File: src/link_fabric_regs.svh
/*
 * Named constants for the fabric load and start-up controller: mode
 * encodings, link limits, clock rate and time limits.
 * Assumes inclusion by bare name from package and modules alike.
 */
`ifndef LINK_FABRIC_REGS_SVH
`define LINK_FABRIC_REGS_SVH

`define LFL_DATA_W          32
`define LFL_CLK_HZ          20000000
`define LFL_INIT_LIMIT_MS   95
`define LFL_CRS_LIMIT_S     1
`define LFL_INIT_CYCLES     (`LFL_INIT_LIMIT_MS * (`LFL_CLK_HZ / 1000))
`define LFL_CRS_CYCLES      (`LFL_CRS_LIMIT_S * `LFL_CLK_HZ)

// mode bits: [1] loading enable, [0] whole-device initialization
`define LFL_MODE_NONE       2'h0
`define LFL_MODE_EN_BIT     1
`define LFL_MODE_FULL_BIT   0

`define LFL_LANES_X1        4'h1
`define LFL_LANES_X2        4'h2
`define LFL_LANES_X4        4'h4
`define LFL_LANES_X8        4'h8
`define LFL_GEN_1           2'h1
`define LFL_GEN_2           2'h2

`endif

File: src/link_fabric_pkg.sv
/*
 * Types for the fabric load and start-up controller: state encoding and
 * the packed state record of the controller.
 * Assumes link_fabric_regs.svh is on the include path.
 */
`include "link_fabric_regs.svh"

package link_fabric_pkg;

    typedef enum logic [2:0]
    {
        ST_PERIPH    = 3'b000,
        ST_TRAIN     = 3'b001,
        ST_STD_LOAD  = 3'b010,
        ST_LINK_LOAD = 3'b011,
        ST_USER      = 3'b100,
        ST_HALT      = 3'b101
    } load_state_e;

    typedef struct packed
    {
        load_state_e             state;
        logic                    en;
        logic                    full;
        logic                    loaded;
        logic                    start;
        logic                    fvalid;
        logic [`LFL_DATA_W-1:0]  fdata;
        logic                    crs;
        logic                    accept;
        logic                    init_over;
        logic                    crs_over;
    } ctrl_s;

endpackage

File: src/link_fabric_load_init.sv
/*
 * Start-up and fabric-load controller beside the embedded link core:
 * holds the core in reset under the host's link reset, latches the two
 * mode bits from the standard configuration pass, answers configuration
 * requests with retry or acceptance, forwards image words to the fabric
 * programmer and freezes I/O and spare transceivers while loading.
 * Assumes link status, request strobes and fabric-done are synchronous.
 */
// Behaviour
// - link core and I/O ready under 95 ms (code only flags init_overrun; start-up goes on)
// - core held in reset under link reset
// - fabric programming starts only after L0
// - retry status until user mode unless loading
// - retry period capped at one second (code only flags crs_overrun; retries go on)
// - one endpoint core alone loads fabric
// - general I/O weak high while loading
// - spare transceivers held in reset while loading
// - link loading (mode 10): accept, no retry status
// - mode 01 disables link loading
// - mode 10 loads fabric over link
// - mode 11 standard load, link updates allowed
// - x1 to x8, gen one or two
// - mode bits latched after standard configuration
// - core trains first; loading only after L0
// - cold reset keeps the fabric image
`timescale 1ns/10ps
`include "link_fabric_regs.svh"

module link_fabric_load_init
#(
    parameter int INIT_CYCLES    = `LFL_INIT_CYCLES,
    parameter int CRS_CYCLES     = `LFL_CRS_CYCLES,
    parameter bit IS_LOADER_CORE = 1'b1
)
(
    input  wire logic                    clock,
    input  wire logic                    rstn,
    input  wire logic                    perst_n,
    input  wire logic                    periph_cfg_done,
    input  wire logic [1:0]              mode_bits,
    input  wire logic                    is_endpoint,
    input  wire logic                    link_l0,
    input  wire logic [3:0]              link_lanes,
    input  wire logic [1:0]              link_gen,
    input  wire logic                    cfg_req,
    input  wire logic                    load_valid,
    input  wire logic [`LFL_DATA_W-1:0]  load_data,
    input  wire logic                    fabric_done,
    input  wire logic                    update_req,
    output logic                         load_ready,
    output logic                         link_core_hold,
    output logic                         cfg_crs,
    output logic                         cfg_accept,
    output logic                         fabric_start,
    output logic                         fabric_valid,
    output logic [`LFL_DATA_W-1:0]       fabric_data,
    output logic                         io_weak_high,
    output logic                         xcvr_hold,
    output logic                         user_mode,
    output logic                         link_loading,
    output logic                         mode_error,
    output logic                         init_overrun,
    output logic                         crs_overrun
);
    import link_fabric_pkg::*;

    link_fabric_pkg::ctrl_s s;
    link_fabric_pkg::ctrl_s next_s;
    logic [1:0]             rst_sync;
    logic                   srstn;
    logic                   loader_ok;
    logic                   in_link;
    logic                   init_expired;
    logic                   crs_expired;
    logic                   crs_run;
    logic                   to_link;

    if (INIT_CYCLES < 1 || CRS_CYCLES < 1)
    begin : g_bad_limits
        $error("link_fabric_load_init: time limits must be positive");
    end

    ////////////////////////////////////////////////////////////////////////
    // reset release

    always_ff @(posedge clock or negedge rstn)
    begin
        if (!rstn)
            rst_sync <= 2'h0;
        else
            rst_sync <= {rst_sync[0], 1'b1};
    end

    assign srstn = rst_sync[1];

    ////////////////////////////////////////////////////////////////////////
    // link capability

    function automatic logic link_shape_ok(input logic [3:0] lanes, input logic [1:0] gen);
        logic lanes_ok;
        lanes_ok = (lanes == `LFL_LANES_X1) || (lanes == `LFL_LANES_X2) ||
                   (lanes == `LFL_LANES_X4) || (lanes == `LFL_LANES_X8);
        return lanes_ok && ((gen == `LFL_GEN_1) || (gen == `LFL_GEN_2));
    endfunction

    // only the designated endpoint core may carry an image
    assign loader_ok = IS_LOADER_CORE && is_endpoint &&
                       link_shape_ok(link_lanes, link_gen);
    assign in_link   = perst_n && link_l0;
    // mode 11 has its fabric from the standard pass; only mode 10 loads here
    assign to_link   = s.en && !s.full && loader_ok;

    ////////////////////////////////////////////////////////////////////////
    // watchdogs

    // the retry window runs at L0 in the training and standard-load states
    assign crs_run = in_link && (s.state == ST_TRAIN || s.state == ST_STD_LOAD);

    load_timer #(.LIMIT(INIT_CYCLES)) init_timer
    (
        .clock   (clock),
        .srstn   (srstn),
        .run     (s.state == ST_PERIPH),
        .clear   (1'b0),
        .expired (init_expired)
    );

    load_timer #(.LIMIT(CRS_CYCLES)) crs_timer
    (
        .clock   (clock),
        .srstn   (srstn),
        .run     (crs_run),
        .clear   (s.state == ST_USER),
        .expired (crs_expired)
    );

    ////////////////////////////////////////////////////////////////////////
    // control

    always_comb
    begin
        next_s = s;
        next_s.start = 1'b0;
        next_s.fvalid = 1'b0;
        next_s.accept = 1'b0;
        next_s.crs = 1'b0;
        if (init_expired && s.state == ST_PERIPH)
            next_s.init_over = 1'b1;
        if (crs_expired)
            next_s.crs_over = 1'b1;
        case (s.state)
            ST_PERIPH:
            begin
                if (periph_cfg_done)
                begin
                    next_s.en = mode_bits[`LFL_MODE_EN_BIT];
                    next_s.full = mode_bits[`LFL_MODE_FULL_BIT];
                    if (mode_bits == `LFL_MODE_NONE)
                        next_s.state = ST_HALT;
                    else
                        next_s.state = ST_TRAIN;
                end
            end
            ST_TRAIN:
            begin
                // fabric work waits for L0 whatever the mode
                if (in_link)
                begin
                    if (s.loaded)
                        next_s.state = ST_USER;
                    else if (to_link)
                    begin
                        next_s.state = ST_LINK_LOAD;
                        next_s.start = 1'b1;
                    end
                    else
                    begin
                        next_s.state = ST_STD_LOAD;
                        next_s.start = 1'b1;
                    end
                end
            end
            ST_STD_LOAD:
            begin
                if (!perst_n)
                    next_s.state = ST_TRAIN;
                else if (fabric_done)
                begin
                    next_s.state = ST_USER;
                    next_s.loaded = 1'b1;
                end
            end
            ST_LINK_LOAD:
            begin
                if (!in_link)
                    next_s.state = ST_TRAIN;
                else if (fabric_done)
                begin
                    next_s.state = ST_USER;
                    next_s.loaded = 1'b1;
                end
                else
                begin
                    next_s.fvalid = load_valid;
                    next_s.fdata = load_data;
                end
            end
            ST_USER:
            begin
                // link reset leaves the image alone; updates need the enable bit
                if (update_req && in_link && s.en && loader_ok)
                begin
                    next_s.state = ST_LINK_LOAD;
                    next_s.start = 1'b1;
                end
            end
            ST_HALT:
            begin
                next_s.state = ST_HALT;
            end
            default:
            begin
                next_s.state = ST_HALT;
            end
        endcase
        if (cfg_req && in_link)
        begin
            // a core about to load, or holding a loaded image, never retries
            if (s.state == ST_USER || s.state == ST_LINK_LOAD || s.loaded ||
                (s.state == ST_TRAIN && to_link))
                next_s.accept = 1'b1;
            else if (s.state == ST_TRAIN || s.state == ST_STD_LOAD)
                next_s.crs = 1'b1;
        end
    end

    always_ff @(posedge clock or negedge srstn)
    begin
        if (!srstn)
            s <= '0;
        else
            s <= next_s;
    end

    ////////////////////////////////////////////////////////////////////////
    // outputs

    assign link_loading   = (s.state == ST_LINK_LOAD);
    assign load_ready     = link_loading && in_link;
    assign link_core_hold = !perst_n || (s.state == ST_PERIPH);
    assign io_weak_high   = link_loading;
    assign xcvr_hold      = link_loading;
    assign user_mode      = (s.state == ST_USER);
    assign mode_error     = (s.state == ST_HALT);
    assign cfg_crs        = s.crs;
    assign cfg_accept     = s.accept;
    assign fabric_start   = s.start;
    assign fabric_valid   = s.fvalid;
    assign fabric_data    = s.fdata;
    assign init_overrun   = s.init_over;
    assign crs_overrun    = s.crs_over;
endmodule

File: src/load_timer.sv
/*
 * Elapsed-time watchdog: counts clock cycles while run is high, flags
 * expiry once LIMIT cycles have passed, and restarts when clear is high.
 * Assumes a synchronously released active-low reset from its parent.
 */
`timescale 1ns/10ps

module load_timer
#(
    parameter int LIMIT = 1900000
)
(
    input  wire logic clock,
    input  wire logic srstn,
    input  wire logic run,
    input  wire logic clear,
    output logic      expired
);
    localparam int CW = $clog2(LIMIT + 1);

    typedef struct packed
    {
        logic [CW-1:0] count;
        logic          expired;
    } timer_s;

    timer_s s;
    timer_s next_s;

    // refused while elaborating, before any cycle is counted
    if (LIMIT < 1)
    begin : g_bad_limit
        $error("load_timer: LIMIT must be at least one cycle");
    end

    always_comb
    begin
        next_s = s;
        if (clear)
        begin
            next_s.count = '0;
            next_s.expired = 1'b0;
        end
        else if (run && !s.expired)
        begin
            next_s.count = s.count + 1'b1;
            // expiry latches; the count then stops
            if (s.count == CW'(LIMIT - 1))
                next_s.expired = 1'b1;
        end
    end

    always_ff @(posedge clock or negedge srstn)
    begin
        if (!srstn)
            s <= '0;
        else
            s <= next_s;
    end

    assign expired = s.expired;
endmodule

File: config.mk
export PLATFORM = sky130hd
export DESIGN_NAME = link_fabric_load_init
export DESIGN_NICKNAME = d
export VERILOG_FILES = /design/src/link_fabric_pkg.sv /design/src/link_fabric_load_init.sv /design/src/load_timer.sv
export VERILOG_INCLUDE_DIRS = /design/src
export SDC_FILE = /design/constraint.sdc
export NUM_CORES = 1
export LEC_CHECK = 0
export CAP_MARGIN = 20
export CORE_ASPECT_RATIO = 1.1
export CORE_MARGIN = 1.5
export CORE_UTILIZATION = 55
export CTS_BUF_LIST = sky130_fd_sc_hd__clkbuf_16
export DETAILED_ROUTE_END_ITERATION = 8
export DONT_BUFFER_PORTS = 1
export MAX_ROUTING_LAYER = met4
export PLACE_DENSITY = 0.73
export SYNTH_ARGS = -nofsm -noshare
export SYNTH_HDL_FRONTEND = slang
export SYNTH_HIERARCHICAL = 1
export SYNTH_SLANG_ARGS = --single-unit
File: constraint.sdc
create_clock -name clock -period 2.7 [get_ports clock]
set_input_delay 0.81 -clock clock [delete_from_list [all_inputs] [get_ports clock]]
set_output_delay 0.81 -clock clock [all_outputs]
set_load 0.02 [all_outputs]
==> qor.yml, run 1 <==
global_route:
  grt_first_pass_wirelength_mm: 15.3
  grt_antenna_before_repair: 1
  gr-max-usage-layer: "met2"
  met2_usage_pct: 35.3
  grt_start_max_net_pins: 64
  grt.total_usage_pct: 21.2
  grt_pass1_vias: 3384
  grt.met3_usage_pct: 5.78
  total_congestion_overflow: 0
  grtUsageMet1_pct: 25.0
placement:
  routabilityCongestion: 0.932
  count_of_buffers_from_port_buffering: 0
  detailed_place_hpwl_mm: 6.76
  place.detailed.instances: 553
  place_worst_setup_slack_ps: 272
route:
  drt-pass1-iter-count: 5
  detail_route.iter0.violations: 194
  via_per_inst: 5.86
  wl_per_cell_um: 16.1
  vias: 3339
  drcViolationCount: 0
  antenna_violating_nets_post_route: 0
  totalWireLength_mm: 9.19
min_path:
  holdCritPathClass: "in -> async"
clock_tree:
  clock_path_buffers: 2
  worst_skew_pair.late_latency_ps: 340
  cts_root_buffer: "clkbuf_16"
  cts.clk_slew.worst_paths_ps: 70
  numCtsBuffers: 9
  cts_hold_buffers: 0
  cts_resized: 0
  tritoncts_num_sinks: 94
  cts_tree: "yes"
  h-tree-depth: 3
  post_cts_setup_buffer_count: 0
floorplanning:
  pin_count: 95
  rows: 35
  fp.dieArea_mm2: 0.00945
  die_width_um: 92.8
  core_area_mm2: 0.00850
  die_height_um: 102
  initial_core_util_pct: 57.5
final_layout:
  mostFrequentLayoutCell: "dfrtp_1"
  layout.cells.non_filler: 570
  final_layout_size_suffix_gt1_share_pct: 17.9
  filler_cell_count: 728
  finalNetCount: 505
  leading_cell_types_in_the_layout_fill_and_taps_excluded: "93 x dfrtp_1, 46 x nor2_1, 35 x mux2_2"
  layout-area-overhead-vs-synth_pct: 3.95
logic_synthesis:
  post_synth_inst_count: 474
  syn-mean-instance-area_um2: 10.3
  yosysUniqueCellTypes: 59
  synth_enable_flop_cells: 0
  synth.cell_area_mm2: 0.00488
  asyncSetResetFlopFracSynth_pct: 100
  postSynth.topFlopCell: "dfrtp_1"
  synth_warnings: 6
  ys_seq_elements: 94
  synth.yosys.seq_area_share_pct: 48.2
worst_setup_path:
  crit_fanout: 12
  max_stage_delay_ps: 580
  worst-endpoint-required_ps: 1890
  worst_path_max_delay_cell: "dfrtp_1"
  timing.rr.start: "s[42]"
  rr_endpoint: "crs_timer/s[19]"
  critical_path.endpoint_type: "output port"
  category_of_the_critical_setup_timing_path: "reg -> out"
  crit_family: "flip-flops"
  timing.critical_path.from_type: "flop"
  buffers_plus_inverters_on_the_worst_setup_path: 1
  regToRegSetupSlack_ps: 370
  worstPathArrival_ps: 1700
  reg2regPathDepth: 6
  crit_path_cell_trace: "and2b_2, nand2_2, inv_1"
flow_run:
  drv.max_cap_violation_count: 0
power_and_ir_drop:
  fin_total_pwr_mw: 3.97
  pwrdens_mw_per_mm2: 783
  max-vdd-ir-drop_v: 0.000460
  cellLeakagePower_nw: 2.21
sta:
  period_minus_slack_ps: 2510
  setup_viol: 0
  fmax_mhz: 399
  fin_ws_ps: 193
  final.period_utilization_pct: 92.8
  worst_clock_skew_ps: 9.02
  grt_setup_unrepaired: "no"
  slew_viol_final: 0
  final.setup.tns_ps: 0
  worst_pin_slew_ps: 503
  hold_violations: 0
  timing.max_slew.rel_slack_pct: 66.4
outcome:
  result_of_the_run: "complete, no violations"
==> cell type report <==
| cell class | instances | area, um^2 | share of cell area, % |
|---|---|---|---|
| multi-input combinational | 322 | 2140 | 42.1 |
| antenna | 1 | 2.50 | 0.0493 |
| tap | 111 | 139 | 2.74 |
| inverter | 15 | 56.3 | 1.11 |
| timing repair buffer | 11 | 95.1 | 1.87 |
| sequential | 94 | 2360 | 46.4 |
| clock buffer | 9 | 225 | 4.44 |
| clock inverter | 7 | 61.3 | 1.21 |
==> cell families after synthesis <==
family | count (synthesis) | share of synthesized area, %
xor+xnor | 25 | 4.49
fa+ha+maj | 2 | 0.513
buf+inv | 64 | 8.46
mux | 36 | 8.31
simple gates | 182 | 21.2
compound gates | 69 | 8.66
flops | 94 | 48.2
other cells | 2 | 0.154
==> how the worst max path moves through the flow <==
stage / start / end / slack, ps / cells past startpoint
global placement: perst_n / crs_timer/s[19] / 330 / 6
floorplan: perst_n / crs_timer/s[19] / 290 / 6
finish: s[41] / xcvr_hold / 190 / 3
CTS: s[42] / link_core_hold / 180 / 3
detailed placement: perst_n / crs_timer/s[19] / 270 / 6
global route: s[41] / link_loading / 90 / 3
==> synth_stat cells, types with 2 or more instances <==
master    number  area [um^2]
buf_6          4         45.0
a41o_1         2         20.0
or3_1         10         62.6
or4_4          2         22.5
and4_1         3         26.3
dfrtp_1       94         2350
conb_1         2         7.51
nor4_1         5         31.3
o21ai_1        2         10.0
nand4_1       14         87.6
o31ai_1        8         60.1
nand3_1       15         75.1
nand2_1       29          109
a21oi_1       27          135
and3_1         4         25.0
clkbuf_1       5         18.8
nand4b_1       5         43.8
or2_2          3         18.8
xor2_1        11         96.3
nor2b_1        4         25.0
nand2b_1       4         25.0
a311oi_1       3         26.3
o21ai_0       13         65.1
nand4_2        2         25.0
and2_1         4         25.0
mux2_2        35          394
buf_2          5         25.0
a21o_1         2         15.0
nor2_1        46          173
or4_1          9         67.6
ha_1           2         25.0
xnor2_1       14          123
a211oi_1       2         15.0
a31oi_1        3         18.8
a31o_2         2         17.5
nor3_1         9         45.0
buf_4         34          255
inv_1         15         56.3
==> report_power, final <==
part / leakage, nW / internal, mW / switching (mW)
Sequential: 1.26 / 1.62 / 0.420
Combinational: 0.808 / 0.334 / 0.389
Clock: 0.135 / 0.644 / 0.565
Total: 2.21 / 2.60 / 1.37
==> stage by stage <==
step,cell area (um^2),hold slack [ps],utilization (%)
after floorplan,4900,331,-
after global placement,4780,273,56.3
after detailed placement,4780,278,56.3
after CTS,5070,148,59.7
after global routing,5070,139,59.7
final,5070,157,59.7
==> state kept, by name (all words and copies together), names as in the netlist <==
name and flops:
cfg_accept 1, cfg_crs 1, crs_overrun 1, crs_timer/expired 1, crs_timer/s 25, fabric_data 32
fabric_start 1, fabric_valid 1, init_overrun 1, init_timer/expired 1, init_timer/s 21, rst_sync 2
s 6
==> per-layer routing <==
metal | up-vias | part of all wire, %
li1 | 1607 | -
met1 | 1601 | 42
met2 | 124 | 50
met3 | 7 | 6.9
met4 | 0 | 0.93
met5 | - | 0
Note: power is estimated with default switching activity, not from simulation.
==> run 2: changes to the inputs <==
==> constraint.sdc (replaced) <==
create_clock -name clock -period 2.7 [get_ports clock]
set_input_delay 0.81 -clock clock [delete_from_list [all_inputs] [get_ports clock]]
set_output_delay 0.81 -clock clock [all_outputs]
set_load 0.005 [all_outputs]
==> run 2 against run 1 <==
Clock power hardly changed. Worst hold slack improved by 4.7 ps. Final cell count did not move. Register-to-register slack improved by 70 ps. Design area rose by 0.25%. Die area unchanged. Sequential power fell by 9%. Clock-buffer cell count unchanged. Utilization up 0.15 points. Critical endpoint is now link_core_hold.
==> qor.yml, run 2 (synthesis results as in run 1) <==
route:
  wl_per_cell_um: 16.3  # was 16.1 um
  vias: 3361  # was 3,339
  drt-pass1-iter-count: 4  # was 5
  detail_route.iter0.violations: 116  # was 194
  totalWireLength_mm: 9.31  # was 9.19 mm
  via_per_inst: 5.90  # was 5.86
  antenna_violating_nets_post_route: 0  # unchanged
  drcViolationCount: 0  # unchanged
floorplanning:
  fp.dieArea_mm2: 0.00945  # unchanged
  die_width_um: 92.8  # unchanged
  pin_count: 95  # unchanged
  initial_core_util_pct: 57.5  # unchanged
  die_height_um: 102  # unchanged
  rows: 35  # unchanged
  core_area_mm2: 0.00850  # unchanged
clock_tree:
  cts_tree: "yes"  # unchanged
  cts.clk_slew.worst_paths_ps: 70  # about the same
  numCtsBuffers: 9  # unchanged
  worst_skew_pair.late_latency_ps: 330  # was 340 ps
  cts_hold_buffers: 0  # unchanged
  clock_path_buffers: 2  # unchanged
  cts_root_buffer: "clkbuf_16"  # unchanged
  post_cts_setup_buffer_count: 0  # unchanged
  cts_resized: 0  # unchanged
  tritoncts_num_sinks: 94  # unchanged
  h-tree-depth: 3  # unchanged
power_and_ir_drop:
  pwrdens_mw_per_mm2: 743  # was 783 mW/mm^2
  cellLeakagePower_nw: 2.22  # was 2.21 nW
  fin_total_pwr_mw: 3.78  # was 3.97 mW
  max-vdd-ir-drop_v: 0.000422  # was 0.000460 V
min_path:
  holdCritPathClass: "in -> async"  # unchanged
final_layout:
  mostFrequentLayoutCell: "dfrtp_1"  # unchanged
  final_layout_size_suffix_gt1_share_pct: 17.9  # unchanged
  leading_cell_types_in_the_layout_fill_and_taps_excluded: "93 x dfrtp_1, 46 x nor2_1, 35 x mux2_2"  # unchanged
  finalNetCount: 505  # unchanged
  final_core_util_pct: 59.9  # was 59.7%
  layout-area-overhead-vs-synth_pct: 4.20  # was 3.95%
  largest_reg_flops: 32  # unchanged
sta:
  slew_viol_final: 0  # unchanged
  period_minus_slack_ps: 2320  # was 2510 ps
  timing.max_slew.rel_slack_pct: 65.7  # was 66.4%
  hold_violations: 0  # unchanged
  final.setup.tns_ps: 0  # unchanged
  final.period_utilization_pct: 86.1  # was 92.8%
  setup_viol: 0  # unchanged
  worst_clock_skew_ps: 5.96  # was 9.02 ps
  fmax_mhz: 430  # was 399 MHz
  worst_pin_slew_ps: 515  # was 503 ps
  grt_setup_unrepaired: "no"  # unchanged
global_route:
  grt_first_pass_wirelength_mm: 15.6  # was 15.3 mm
  total_congestion_overflow: 0  # unchanged
  grt_pass1_vias: 3381  # was 3,384
  grt.total_usage_pct: 21.6  # was 21.2%
  grt_antenna_before_repair: 1  # unchanged
  grt_start_max_net_pins: 55  # was 64
worst_setup_path:
  worstPathArrival_ps: 1510  # was 1700 ps
  reg2regPathDepth: 5  # was 6
  crit_fanout: 12  # unchanged
  timing.critical_path.from_type: "flop"  # unchanged
  worst-endpoint-required_ps: 1890  # about the same
  critical_path.endpoint_type: "output port"  # unchanged
  category_of_the_critical_setup_timing_path: "reg -> out"  # unchanged
placement:
  routabilityCongestion: 0.943  # was 0.932
  count_of_buffers_from_port_buffering: 0  # unchanged
  detailed_place_hpwl_mm: 6.79  # was 6.76 mm
flow_run:
  drv.max_cap_violation_count: 0  # unchanged
outcome:
  result_of_the_run: "complete, no violations"  # unchanged
run 2: changes by cell type in the layout (fill, tap and decap cells not counted), sizes merged:
cell | previous run | this run
inv | 20 | 19
clkinvlp | 2 | 0
clkinv | 0 | 3
run 2: cell type report:
class | count | area (um^2)
Tap cell | 111 | 139
Multi-Input combinational cell | 322 | 2140
Fill cell | 717 | 3410
Sequential cell | 94 | 2360
Timing Repair Buffer | 11 | 95.1
Clock inverter | 7 | 73.8
Clock buffer | 9 | 225
Antenna cell | 1 | 2.50
Inverter | 15 | 56.3
run 2: worst paths after layout:
path	startpoint	end	slack, ps
worst max register to register	crs_timer/s[1]	crs_timer/s[25]	440
worst max-delay path	s[41]	link_core_hold	380
worst min register to register	rst_sync[1]	s[38]	310
max in group asynchronous	rst_sync[1]	crs_timer/s[16]	1740
worst min-delay path	rstn	rst_sync[1]	160
min in group clock	rst_sync[0]	rst_sync[1]	350
run 2: stage by stage:
stage / area [um^2] / std cells / setup slack (ps) / hold WS [ps]
after floorplan: 4900 / 480 / 292 / 331
after global placement: 4780 / 553 / 383 / 311
after detailed placement: 4780 / 553 / 333 / 319
after CTS: 5080 / 569 / 348 / 150
after global routing: 5090 / 570 / 262 / 147
final: 5090 / 570 / 376 / 162
run 2: layer usage:
| layer | vias to the layer above | GRT usage [%] | part of all wire [%] |
|---|---|---|---|
| li1 | 1607 | - | - |
| met1 | 1642 | 26.0 | 43 |
| met2 | 103 | 36.5 | 50 |
| met3 | 9 | 3.75 | 6.5 |
| met4 | 0 | 7.93 | 1.1 |
| met5 | - | - | 0 |
run 2: report_power, final:
| part | leakage [nW] | switching (mW) | total (mW) | internal (mW) |
|---|---|---|---|---|
| logic | 0.808 | 0.372 | 0.704 | 0.332 |
| registers | 1.26 | 0.223 | 1.85 | 1.62 |
| clock network | 0.147 | 0.577 | 1.23 | 0.655 |
| total | 2.22 | 1.17 | 3.78 | 2.61 |
run 2: critical path, cell delays in order (launching register included):
cell      delay [ps]
dfrtp_1          520
nor3_2           320
buf_4            220
nand2b_1         130
